**config.mk**
```make
export PLATFORM = sky130hd
export DESIGN_NAME = gpc_top
export DESIGN_NICKNAME = d
export VERILOG_FILES = /design/src/inc/gpc_pkg.sv /design/src/gpc_top.sv /design/src/gpc_irq_filter.sv /design/src/gpc_eeprom_mux.sv
export SDC_FILE = /design/constraint.sdc
export NUM_CORES = 1
export LEC_CHECK = 0
export BUFFER_PORTS_ARGS = -buffer_cell sky130_fd_sc_hd__buf_2
export CORE_MARGIN = 2
export CORE_UTILIZATION = 35
export CTS_BUF_LIST = sky130_fd_sc_hd__clkbuf_2 sky130_fd_sc_hd__clkbuf_4 sky130_fd_sc_hd__clkbuf_8
export DETAILED_ROUTE_END_ITERATION = 16
export PLACE_DENSITY = 0.71
export SYNTH_ARGS = -nofsm -noshare
export SYNTH_HDL_FRONTEND = slang
export SYNTH_SLANG_ARGS = --single-unit
```
**constraint.sdc**
```tcl
create_clock -name core_clk -period 1.8 [get_ports core_clk]
set_clock_uncertainty 0.15 [all_clocks]
set_input_delay 0.09 -clock core_clk [delete_from_list [all_inputs] [get_ports core_clk]]
set_output_delay 0.09 -clock core_clk [all_outputs]
set_load 0.02 [all_outputs]
```
**src/inc/gpc_pkg.sv**
```systemverilog
`default_nettype none
package gpc_pkg;
    // register map, one aligned word each
    localparam logic [7:0] GPC_CFG_OFFS = 8'hD0;
    localparam logic [7:0] GPC_IRQ_STS_OFFS = 8'hC0;
    localparam logic [7:0] GPC_IRQ_EN_OFFS = 8'hC4;
    // field positions
    localparam int GPC_LED_LSB = 28;
    localparam int GPC_POL_LSB = 24;
    localparam int GPC_FUNC_LSB = 20;
    localparam int GPC_BUF_LSB = 16;
    localparam int GPC_DIR_LSB = 8;
    localparam int GPC_GPO_LSB = 3;
    localparam int GPC_IO_LSB = 0;
    // writable bits of the configuration word
    localparam logic [31:0] GPC_CFG_WMASK = 32'h7777_071F;
    localparam logic [31:0] GPC_CFG_RESET = 32'h0000_0000;
    // interrupt filter: active for more than 80 ns
    localparam int GPC_CLK_MHZ = 25;
    localparam int GPC_IRQ_MIN_NS = 80;
    localparam int GPC_IRQ_FILT_CYC = (GPC_IRQ_MIN_NS * GPC_CLK_MHZ) / 1000 + 1;
    // eeprom pin functions
    typedef enum logic [2:0] {
        GPC_FN_EEPROM = 3'h0,
        GPC_FN_GPO = 3'h1,
        GPC_FN_RSV2 = 3'h2,
        GPC_FN_GENERAL_OUTPUT_THREE_RXDV = 3'h3,
        GPC_FN_RSV4 = 3'h4,
        GPC_FN_TXEN_GENERAL_OUTPUT_FOUR = 3'h5,
        GPC_FN_TXEN_RXDV = 3'h6,
        GPC_FN_CLKS = 3'h7
    } gpc_func_t;
    // configuration fields
    typedef struct packed {
        logic [2:0] led_select_bits;
        logic [2:0] pin_irq_polarity;
        logic [2:0] eeprom_pin_function_sel;
        logic [2:0] pin_buffer_type;
        logic [2:0] pin_direction;
        logic [1:0] general_output_data;
        logic [2:0] pin_io_data;
    } gpc_cfg_t;
    // shared pin driver signals
    typedef struct packed {
        logic [2:0] o;
        logic [2:0] oe;
    } gpc_pin_drv_t;
endpackage : gpc_pkg
`default_nettype wire

```
**src/gpc_top.sv**
```systemverilog
// Strobed register access was left to the implementer.
`default_nettype none
module gpc_top
    import gpc_pkg::*;
#(
    parameter int NPINS = 3
) (
    // clock and reset
    input wire logic core_clk,
    input wire logic resetn,
    // register port
    input wire logic [7:0] reg_addr,
    input wire logic [31:0] reg_wdata,
    input wire logic reg_wr,
    input wire logic reg_rd,
    output logic [31:0] reg_rdata,
    // interrupt
    output logic irq,
    // shared gpio/led pins
    input wire logic [NPINS-1:0] gpio_i,
    output logic [NPINS-1:0] gpio_o,
    output logic [NPINS-1:0] gpio_oe,
    // led sources, high means lit
    input wire logic [NPINS-1:0] led_on,
    // eeprom pins and their sources
    output logic eeprom_data_pin_o,
    output logic eeprom_data_pin_oe,
    input wire logic eeprom_data_pin_i,
    output logic eeprom_clock_pin_o,
    input wire logic ee_data_o,
    input wire logic ee_data_oe,
    input wire logic ee_clk_o,
    output logic ee_data_i,
    // mii debug sources
    input wire logic tx_en,
    input wire logic rx_dv,
    input wire logic tx_clk,
    input wire logic rx_clk,
    // general outputs
    output logic general_output_three,
    output logic general_output_four
);
    gpc_cfg_t cfg_q;
    gpc_cfg_t cfg_d;
    logic [NPINS-1:0] sts_q;
    logic [NPINS-1:0] sts_d;
    logic [NPINS-1:0] en_q;
    logic [NPINS-1:0] en_d;
    logic [31:0] rdata_q;
    logic [31:0] rdata_d;
    logic [NPINS-1:0] pin_q;
    logic [NPINS-1:0] hit;
    logic [31:0] cfg_word;
    logic [31:0] cfg_new;
    logic sel_cfg;
    logic sel_sts;
    logic sel_en;
    gpc_pin_drv_t drv;
    // reset value of the fields, cut out of the reset word
    localparam gpc_cfg_t CFG_RST = {GPC_CFG_RESET[30:28],
        GPC_CFG_RESET[26:24], GPC_CFG_RESET[22:20], GPC_CFG_RESET[18:16],
        GPC_CFG_RESET[10:8], GPC_CFG_RESET[4:3], GPC_CFG_RESET[2:0]};

    // address decode
    assign sel_cfg = (reg_addr == GPC_CFG_OFFS);
    assign sel_sts = (reg_addr == GPC_IRQ_STS_OFFS);
    assign sel_en = (reg_addr == GPC_IRQ_EN_OFFS);

    // configuration word as seen by software
    assign cfg_word = {1'b0, cfg_q.led_select_bits,
                       1'b0, cfg_q.pin_irq_polarity,
                       1'b0, cfg_q.eeprom_pin_function_sel,
                       1'b0, cfg_q.pin_buffer_type,
                       5'h00, cfg_q.pin_direction,
                       3'h0, cfg_q.general_output_data,
                       pin_q};
    // only defined fields take written values
    assign cfg_new = reg_wdata & GPC_CFG_WMASK;

    // next configuration
    always_comb begin
        cfg_d = cfg_q;
        if (reg_wr && sel_cfg) begin
            cfg_d.led_select_bits = cfg_new[30:28];
            cfg_d.pin_irq_polarity = cfg_new[26:24];
            cfg_d.eeprom_pin_function_sel = cfg_new[22:20];
            cfg_d.pin_buffer_type = cfg_new[18:16];
            cfg_d.pin_direction = cfg_new[10:8];
            cfg_d.general_output_data = cfg_new[4:3];
            cfg_d.pin_io_data = cfg_new[2:0];
        end
    end

    // sticky status, set wins over write-one clear; enables plain
    assign sts_d = hit | (sts_q & ~((reg_wr && sel_sts) ?
                   reg_wdata[NPINS-1:0] : {NPINS{1'b0}}));
    assign en_d = (reg_wr && sel_en) ? reg_wdata[NPINS-1:0] : en_q;
    assign irq = |(sts_q & en_q);

    // read data mux
    assign rdata_d = !reg_rd ? 32'h0000_0000 :
        sel_cfg ? cfg_word :
        sel_sts ? {{(32-NPINS){1'b0}}, sts_q} :
        sel_en ? {{(32-NPINS){1'b0}}, en_q} : 32'h0000_0000;
    assign reg_rdata = rdata_q;

    // per-pin drive, filter and sampling
    genvar g;
    generate
        for (g = 0; g < NPINS; g++) begin : g_pin
            logic val;
            logic act;
            // led output overrides gpio; led lit pulls low
            assign val = cfg_q.led_select_bits[g] ? ~led_on[g]
                         : cfg_q.pin_io_data[g];
            assign drv.o[g] = val;
            // led pins always drive; gpio only as output, open drain
            // drives low only
            assign drv.oe[g] = cfg_q.led_select_bits[g] ? 1'b1 :
                cfg_q.pin_direction[g] &
                (cfg_q.pin_buffer_type[g] | ~val);
            assign act = cfg_q.pin_irq_polarity[g] ? pin_q[g]
                         : ~pin_q[g];
            gpc_irq_filter u_filt (
                .core_clk(core_clk),
                .resetn(resetn),
                .active(act),
                .hit(hit[g])
            );
        end
    endgenerate
    assign gpio_o = drv.o;
    assign gpio_oe = drv.oe;

    // general outputs from their data bits
    assign general_output_three = cfg_q.general_output_data[0];
    assign general_output_four = cfg_q.general_output_data[1];
    assign ee_data_i = eeprom_data_pin_i;

    // eeprom pin routing
    gpc_eeprom_mux u_mux (
        .sel(cfg_q.eeprom_pin_function_sel),
        .ee_data_o(ee_data_o),
        .ee_data_oe(ee_data_oe),
        .ee_clk_o(ee_clk_o),
        .gpo(cfg_q.general_output_data),
        .tx_en(tx_en),
        .rx_dv(rx_dv),
        .tx_clk(tx_clk),
        .rx_clk(rx_clk),
        .data_o(eeprom_data_pin_o),
        .data_oe(eeprom_data_pin_oe),
        .clk_o(eeprom_clock_pin_o)
    );

    // registers
    always_ff @(posedge core_clk or negedge resetn) begin
        if (!resetn) begin
            cfg_q <= CFG_RST;
            sts_q <= '0;
            en_q <= '0;
            rdata_q <= 32'h0000_0000;
            pin_q <= '0;
        end else begin
            cfg_q <= cfg_d;
            sts_q <= sts_d;
            en_q <= en_d;
            rdata_q <= rdata_d;
            pin_q <= gpio_i;
        end
    end
endmodule : gpc_top
`default_nettype wire

```
**src/gpc_irq_filter.sv**
```systemverilog
`default_nettype none
module gpc_irq_filter
    import gpc_pkg::*;
#(
    parameter int FILT_CYC = GPC_IRQ_FILT_CYC
) (
    // clock and reset
    input wire logic core_clk,
    input wire logic resetn,
    // level in, qualified event out
    input wire logic active,
    output logic hit
);
    logic [3:0] cnt_q;
    logic [3:0] cnt_d;
    // count cycles of continuous activity, saturate at the limit
    assign cnt_d = !active ? 4'h0 :
                   (cnt_q == 4'(FILT_CYC)) ? cnt_q : cnt_q + 4'h1;
    assign hit = (cnt_q == 4'(FILT_CYC));
    always_ff @(posedge core_clk or negedge resetn) begin
        if (!resetn) begin
            cnt_q <= 4'h0;
        end else begin
            cnt_q <= cnt_d;
        end
    end
endmodule : gpc_irq_filter
`default_nettype wire

```
**src/gpc_eeprom_mux.sv**
```systemverilog
`default_nettype none
module gpc_eeprom_mux
    import gpc_pkg::*;
(
    // function select
    input wire logic [2:0] sel,
    // sources
    input wire logic ee_data_o,
    input wire logic ee_data_oe,
    input wire logic ee_clk_o,
    input wire logic [1:0] gpo,
    input wire logic tx_en,
    input wire logic rx_dv,
    input wire logic tx_clk,
    input wire logic rx_clk,
    // pins
    output logic data_o,
    output logic data_oe,
    output logic clk_o
);
    // data pin function
    assign data_o = (sel == GPC_FN_EEPROM) ? ee_data_o :
        (sel == GPC_FN_GPO || sel == GPC_FN_GENERAL_OUTPUT_THREE_RXDV) ? gpo[0] :
        (sel == GPC_FN_CLKS) ? tx_clk : tx_en;
    assign data_oe = (sel == GPC_FN_EEPROM) ? ee_data_oe : 1'b1;
    // clock pin function
    assign clk_o = (sel == GPC_FN_EEPROM) ? ee_clk_o :
        (sel == GPC_FN_GPO || sel == GPC_FN_TXEN_GENERAL_OUTPUT_FOUR) ? gpo[1] :
        (sel == GPC_FN_CLKS) ? rx_clk : rx_dv;
endmodule : gpc_eeprom_mux
`default_nettype wire

```
After elaboration in Yosys (flattened, before gate mapping)
Cells that the tools add are included.

storage, ports and cells
  memories = 0
  bits in registers = 72
  bits of input ports = 58
  memory bits (read-only) = 0
  bits in writable memories = 0
  bits in latches = 0

cells by class
  $lt $le $gt $ge = 0
  reductions and logical operators = 7
  add/sub/neg operators = 3
  shift-type cells = 0
  $mul = 0
  bitwise logic cells = 19
  equal/unequal tests = 13
  muxes and demuxes = 27
  div/mod/pow operators = 0

operators by type and width
  operator                                        number
  2-to-1 mux 31 bit                               2
  == test 8 bit (second input constant)           3
  2-to-1 mux 4 bit                                6
  2-to-1 mux 1 bit                                16
  adder 4 x 1 -> 4 bit (second input constant)    3
  == test 4 x 2 -> 1 bit (second input constant)  3
  2-to-1 mux 3 bit                                3
  inverter 1 bit                                  9
  bitwise AND 3 bit                               2
  == test 3 bit (second input constant)           2
  != test 2 bit (second input constant)           3
  bitwise AND 1 bit                               3
  == test 3 x 1 -> 1 bit (second input constant)  1
  == test 3 x 2 -> 1 bit (second input constant)  1
  logical AND 1 bit                               3
  logical NOT 3 bit                               1
  inverter 3 bit                                  1
  OR 1 bit                                        3
  OR 3 bit                                        1
  OR reduction 3 bit                              1
  logical OR 1 bit                                2

Longest topological paths before layout
  word-level depth = 6
  depth in mapped cells = 5
  gate-level depth less buffers = 4

By module
From an unflattened synthesis, not the netlist that was laid out.

unflattened totals
  cells, all modules = 229
  area, all modules = 2,887.8 um^2

modules (own cells, without submodules)
  module          instances  cells an instance  area an instance (um^2)
  gpc_top         1          155                2,138.3
  gpc_irq_filter  3          19                 215.2
  gpc_eeprom_mux  1          17                 103.8

Worst setup path before layout
OpenSTA, ideal clock, no wires.

  kind = flip-flop to output port
  start = reg cfg_q[12] (netlist name)
  end = out eeprom_data_pin_o
  required time = 1,560 ps
  setup slack = 245 ps
  cell stages (with the launch flop) = 5
  arrival time = 1,315 ps
  path through = dfrtp_1 clkbuf_1 nand3_1 and3_1 o21ai_0

between the ends
  longest elaborated chain between the ends = 4
  elaborated cells on any way between the ends = 8
  classes of those cells = eq/ne (3); mux (3); reduce/logical (2)

ends and longest elaborated chain
  what                                                  line                                        RTL
  from (decl)                                           gpc_top.sv:43                               gpc_cfg_t cfg_q;
  from (signal assigned)                                gpc_top.sv:165                              cfg_q <= cfg_d;
  == test 3 bit (tied with other cells)                 gpc_eeprom_mux.sv:24                        (sel == GPC_FN_CLKS) ? tx_clk : tx_en;
  2-to-1 mux 1 bit or logical OR 1 bit (tied branches)  gpc_eeprom_mux.sv:24, gpc_eeprom_mux.sv:23
  2-to-1 mux 1 bit                                      gpc_eeprom_mux.sv:23                        (sel == GPC_FN_GPO || sel == GPC_FN_GENERAL_OUTPUT_THREE_RXDV) ? gpo[0] :
  2-to-1 mux 1 bit (*)                                  gpc_eeprom_mux.sv:22                        assign data_o = (sel == GPC_FN_EEPROM) ? ee_data_o :
  to (decl)                                             gpc_top.sv:26                               output logic eeprom_data_pin_o,

Every way passes the cells marked *; elsewhere a longest branch is shown, timed or not.

Worst setup path in the final report
  start = reg cfg_q[12] (netlist name)
  end = out eeprom_data_pin_oe

between the ends
  longest elaborated chain between the ends = 2

ends and longest elaborated chain
  what               line                  RTL
  logical NOT 3 bit  gpc_eeprom_mux.sv:25  assign data_oe = (sel == GPC_FN_EEPROM) ? ee_data_oe : 1'b1;
  2-to-1 mux 1 bit   gpc_eeprom_mux.sv:25
  to (decl)          gpc_top.sv:27         output logic eeprom_data_pin_oe,

No other way between the ends.

==> run summary <==
Outcome: completed
Final setup vio count: 0
YS warnings: 0
Top-area cell type share of the netlist area: 55.9%
Worst stage delay on the critical path: 0.52 ns
Fin. Hold Viols: 0
CTS max path bufs: 2
Grt total ovfl: 0
FFs w/ async S/R, synth: 100%
Post-synth EDFFs: 0
Routed Antenna Nets: 0
Seq cells post-synth: 61
CP Class: reg -> out
Crit path arrival time: 1.48 ns
CTS buffer count: 9
Number of cell rows: 32
Ports: 103
Worst endpoint required time: 1.56 ns
Period utilization: 95.5%
Worst reg2reg setup slack: 0.24 ns
CP Max Fanout: 11
Pwr/cell area: 915 nW/um^2
Worst hold path cell count: 3
Core region area: 7650 sq um
R2R depth: 4
Register area share after synthesis: 55.9%
Worst Path Buf+Inv: 1
Final HPWL DP: 3780 um
Area delta synth->final: 33.0%
CTS sink count: 61
Post-CTS setup buffers: 0
MaxCap Viol Count: 0
Die Height: 92.3 um
Area leader, netlist: dfrtp_1
Die width: 92.3 um
Tmin final: 1.72 ns
Startpoint Class: flop
CTS tree: yes
CP cell instances: or4_1, buf_2
Worst vdd rail ir drop: 537 uV
Worst r2r dst: g_pin[1].u_filt.cnt_q[1]
RR Startpoint: g_pin[1].u_filt.cnt_q[0]
Distinct cells, synth: 39
Initial DRC count: 74
Total Wirelength: 5490 um
Fin util: 47.4%
First-pass GRT wire length: 8880 um
Hold EP: sts_q[2]
Most common cell after layout, fill and taps aside: buf_2
Max-slew violation count: 0
Max frequency: 582 MHz
DRT Pass-1 Iters: 4
Remaining DRCs: 0
Area contributors post-synth: dfrtp_1 56%, mux2_2 11%, buf_4 4.4%
NumNets Final: 392
Share of layout cells above drive strength 1: 39.2%
Later-pin clock latency in the skew report: 0.32 ns
CP delay by family, top: simple AND/OR/NAND/NOR gates
N_diodes: 0
Average cell area after synthesis: 12.2 sq um
Clock H-tree levels: 3
Setup TNS: 0 ns
Most used DFF post-synth: dfrtp_1
Crit path from: cfg_q[12]
Mapped Area: 2730 sq um
Clock-pin slew on the worst setup and hold paths: 0.06 ns
Worst path slowest cell: or4_1
DIE AREA: 8520 sq um
Root buffer cell: clkbuf_8
Port bufs: 76
Initial antenna violation count: 0
Cell count after synthesis: 223
Commonest cells after routing, fill and taps aside: 76 x buf_2, 59 x dfrtp_1, 26 x mux2_2, 26 x dlygate4sd3_1, 18 x and2_1
Number of global-route vias before repair: 1903
Leakage power total: 1.91 nW
Pin count of the biggest net entering global routing: 35
Via count: 1940
Tot GR Track Use: 13.5%
Min-delay src: reg_addr[2]
Unrepaired setup endpoints after global routing: false
Vias per inst: 4.45
Hold WC Path Type: in -> reg
Initial core utilization: 35.7%
Avg WL per Cell: 12.6 um
Placer Congestion: 0.769
Worst setup EP type: output port
[power by group]
group / total [W] / switching, W / internal [W]
logic: 0.000520 / 0.000257 / 0.000263
clock network: 0.00121 / 0.000460 / 0.000753
registers: 0.00159 / 0.000100 / 0.00149
[cell type report]
class                           instances  area, sq um
Clock buffer                           13          173
Clock inverter                          1         30.0
Fill cell                             708         4020
Inverter                                5         18.8
Multi-Input combinational cell        146         1060
Sequential cell                        61         1530
Tap cell                              102          128
Timing Repair Buffer                  108          686
[repair_timing]
item / 4_1_cts / 5_1_grt
endpoints found under the setup margin: 0 / 3
hold buffers: 26 / 0
resized for setup: 0 / 2
hold endpoints to repair: 93 / 0
[synthesized netlist by cell type, drive strengths merged (4+ instances only)]
cell type	n
dfrtp	61
mux2	26
buf	19
and2	18
nor2	16
xor2	9
a21oi	7
nand2	7
nand2b	7
mux2i	6
inv	5
nand3	5
nor3b	4
[worst register-to-register path, stage by stage (launching register included)]
cell	delay (ns)
dfrtp_1	0.38
ha_1	0.19
nor3b_1	0.42
mux2i_1	0.24
nor2_1	0.06
[registers in the layout, indices dropped and copies added, names as in the netlist]
| name | count |
|---|---|
| sts_q | 3 |
| en_q | 3 |
| general_output_three | 1 |
| cfg_q | 18 |
| g_pin.u_filt.cnt_q | 12 |
| pin_q | 3 |
| reg_rdata | 20 |
| general_output_four | 1 |
[worst max path at each step]
stage | end | cells after the start
floorplan | eeprom_data_pin_o | 4
global placement | cfg_q[5] | 4
detailed placement | cfg_q[5] | 4
CTS | eeprom_data_pin_oe | 2
global route | eeprom_data_pin_oe | 2
finish | eeprom_data_pin_oe | 2
[kinds of logic (layout without fill, tap and decap cells)]
family | after synthesis | count (layout) | synth area share (%)
and+or+nand+nor | 72 | 72 | 15.6
DFF | 61 | 61 | 55.9
muxes | 32 | 32 | 12.9
buffers and inverters | 27 | 127 | 6.56
AOI/OAI and AO/OA | 18 | 18 | 4.59
xor gates and xnor gates | 9 | 9 | 2.89
adders and majority gates | 3 | 3 | 1.38
other | 1 | 12 | 0.137
[layer usage]
layer	vias to the layer above	GRT usage, %	share of wire (%)
met4	0	5.47	1.6
met2	63	22.7	51
met1	915	16.1	43
met5	-	0	0
met3	10	4.15	4.4
li1	952	-	-
[metrics by stage]
stage,area (sq um),hold WS [ns],total power [W],cells,worst slack (ns)
finish,3630,0.0243,0.00332,436,0.0804
global route,3630,0.0300,0.00351,436,0.0174
CTS,3630,0.0113,0.00337,436,0.0404
detailed placement,3160,-0.0271,0.00209,396,0.145
global placement,3160,-0.0295,0.00207,396,0.168
floorplan,2770,-0.356,0.00194,234,0.245
Power figures use the tool's default switching activity.
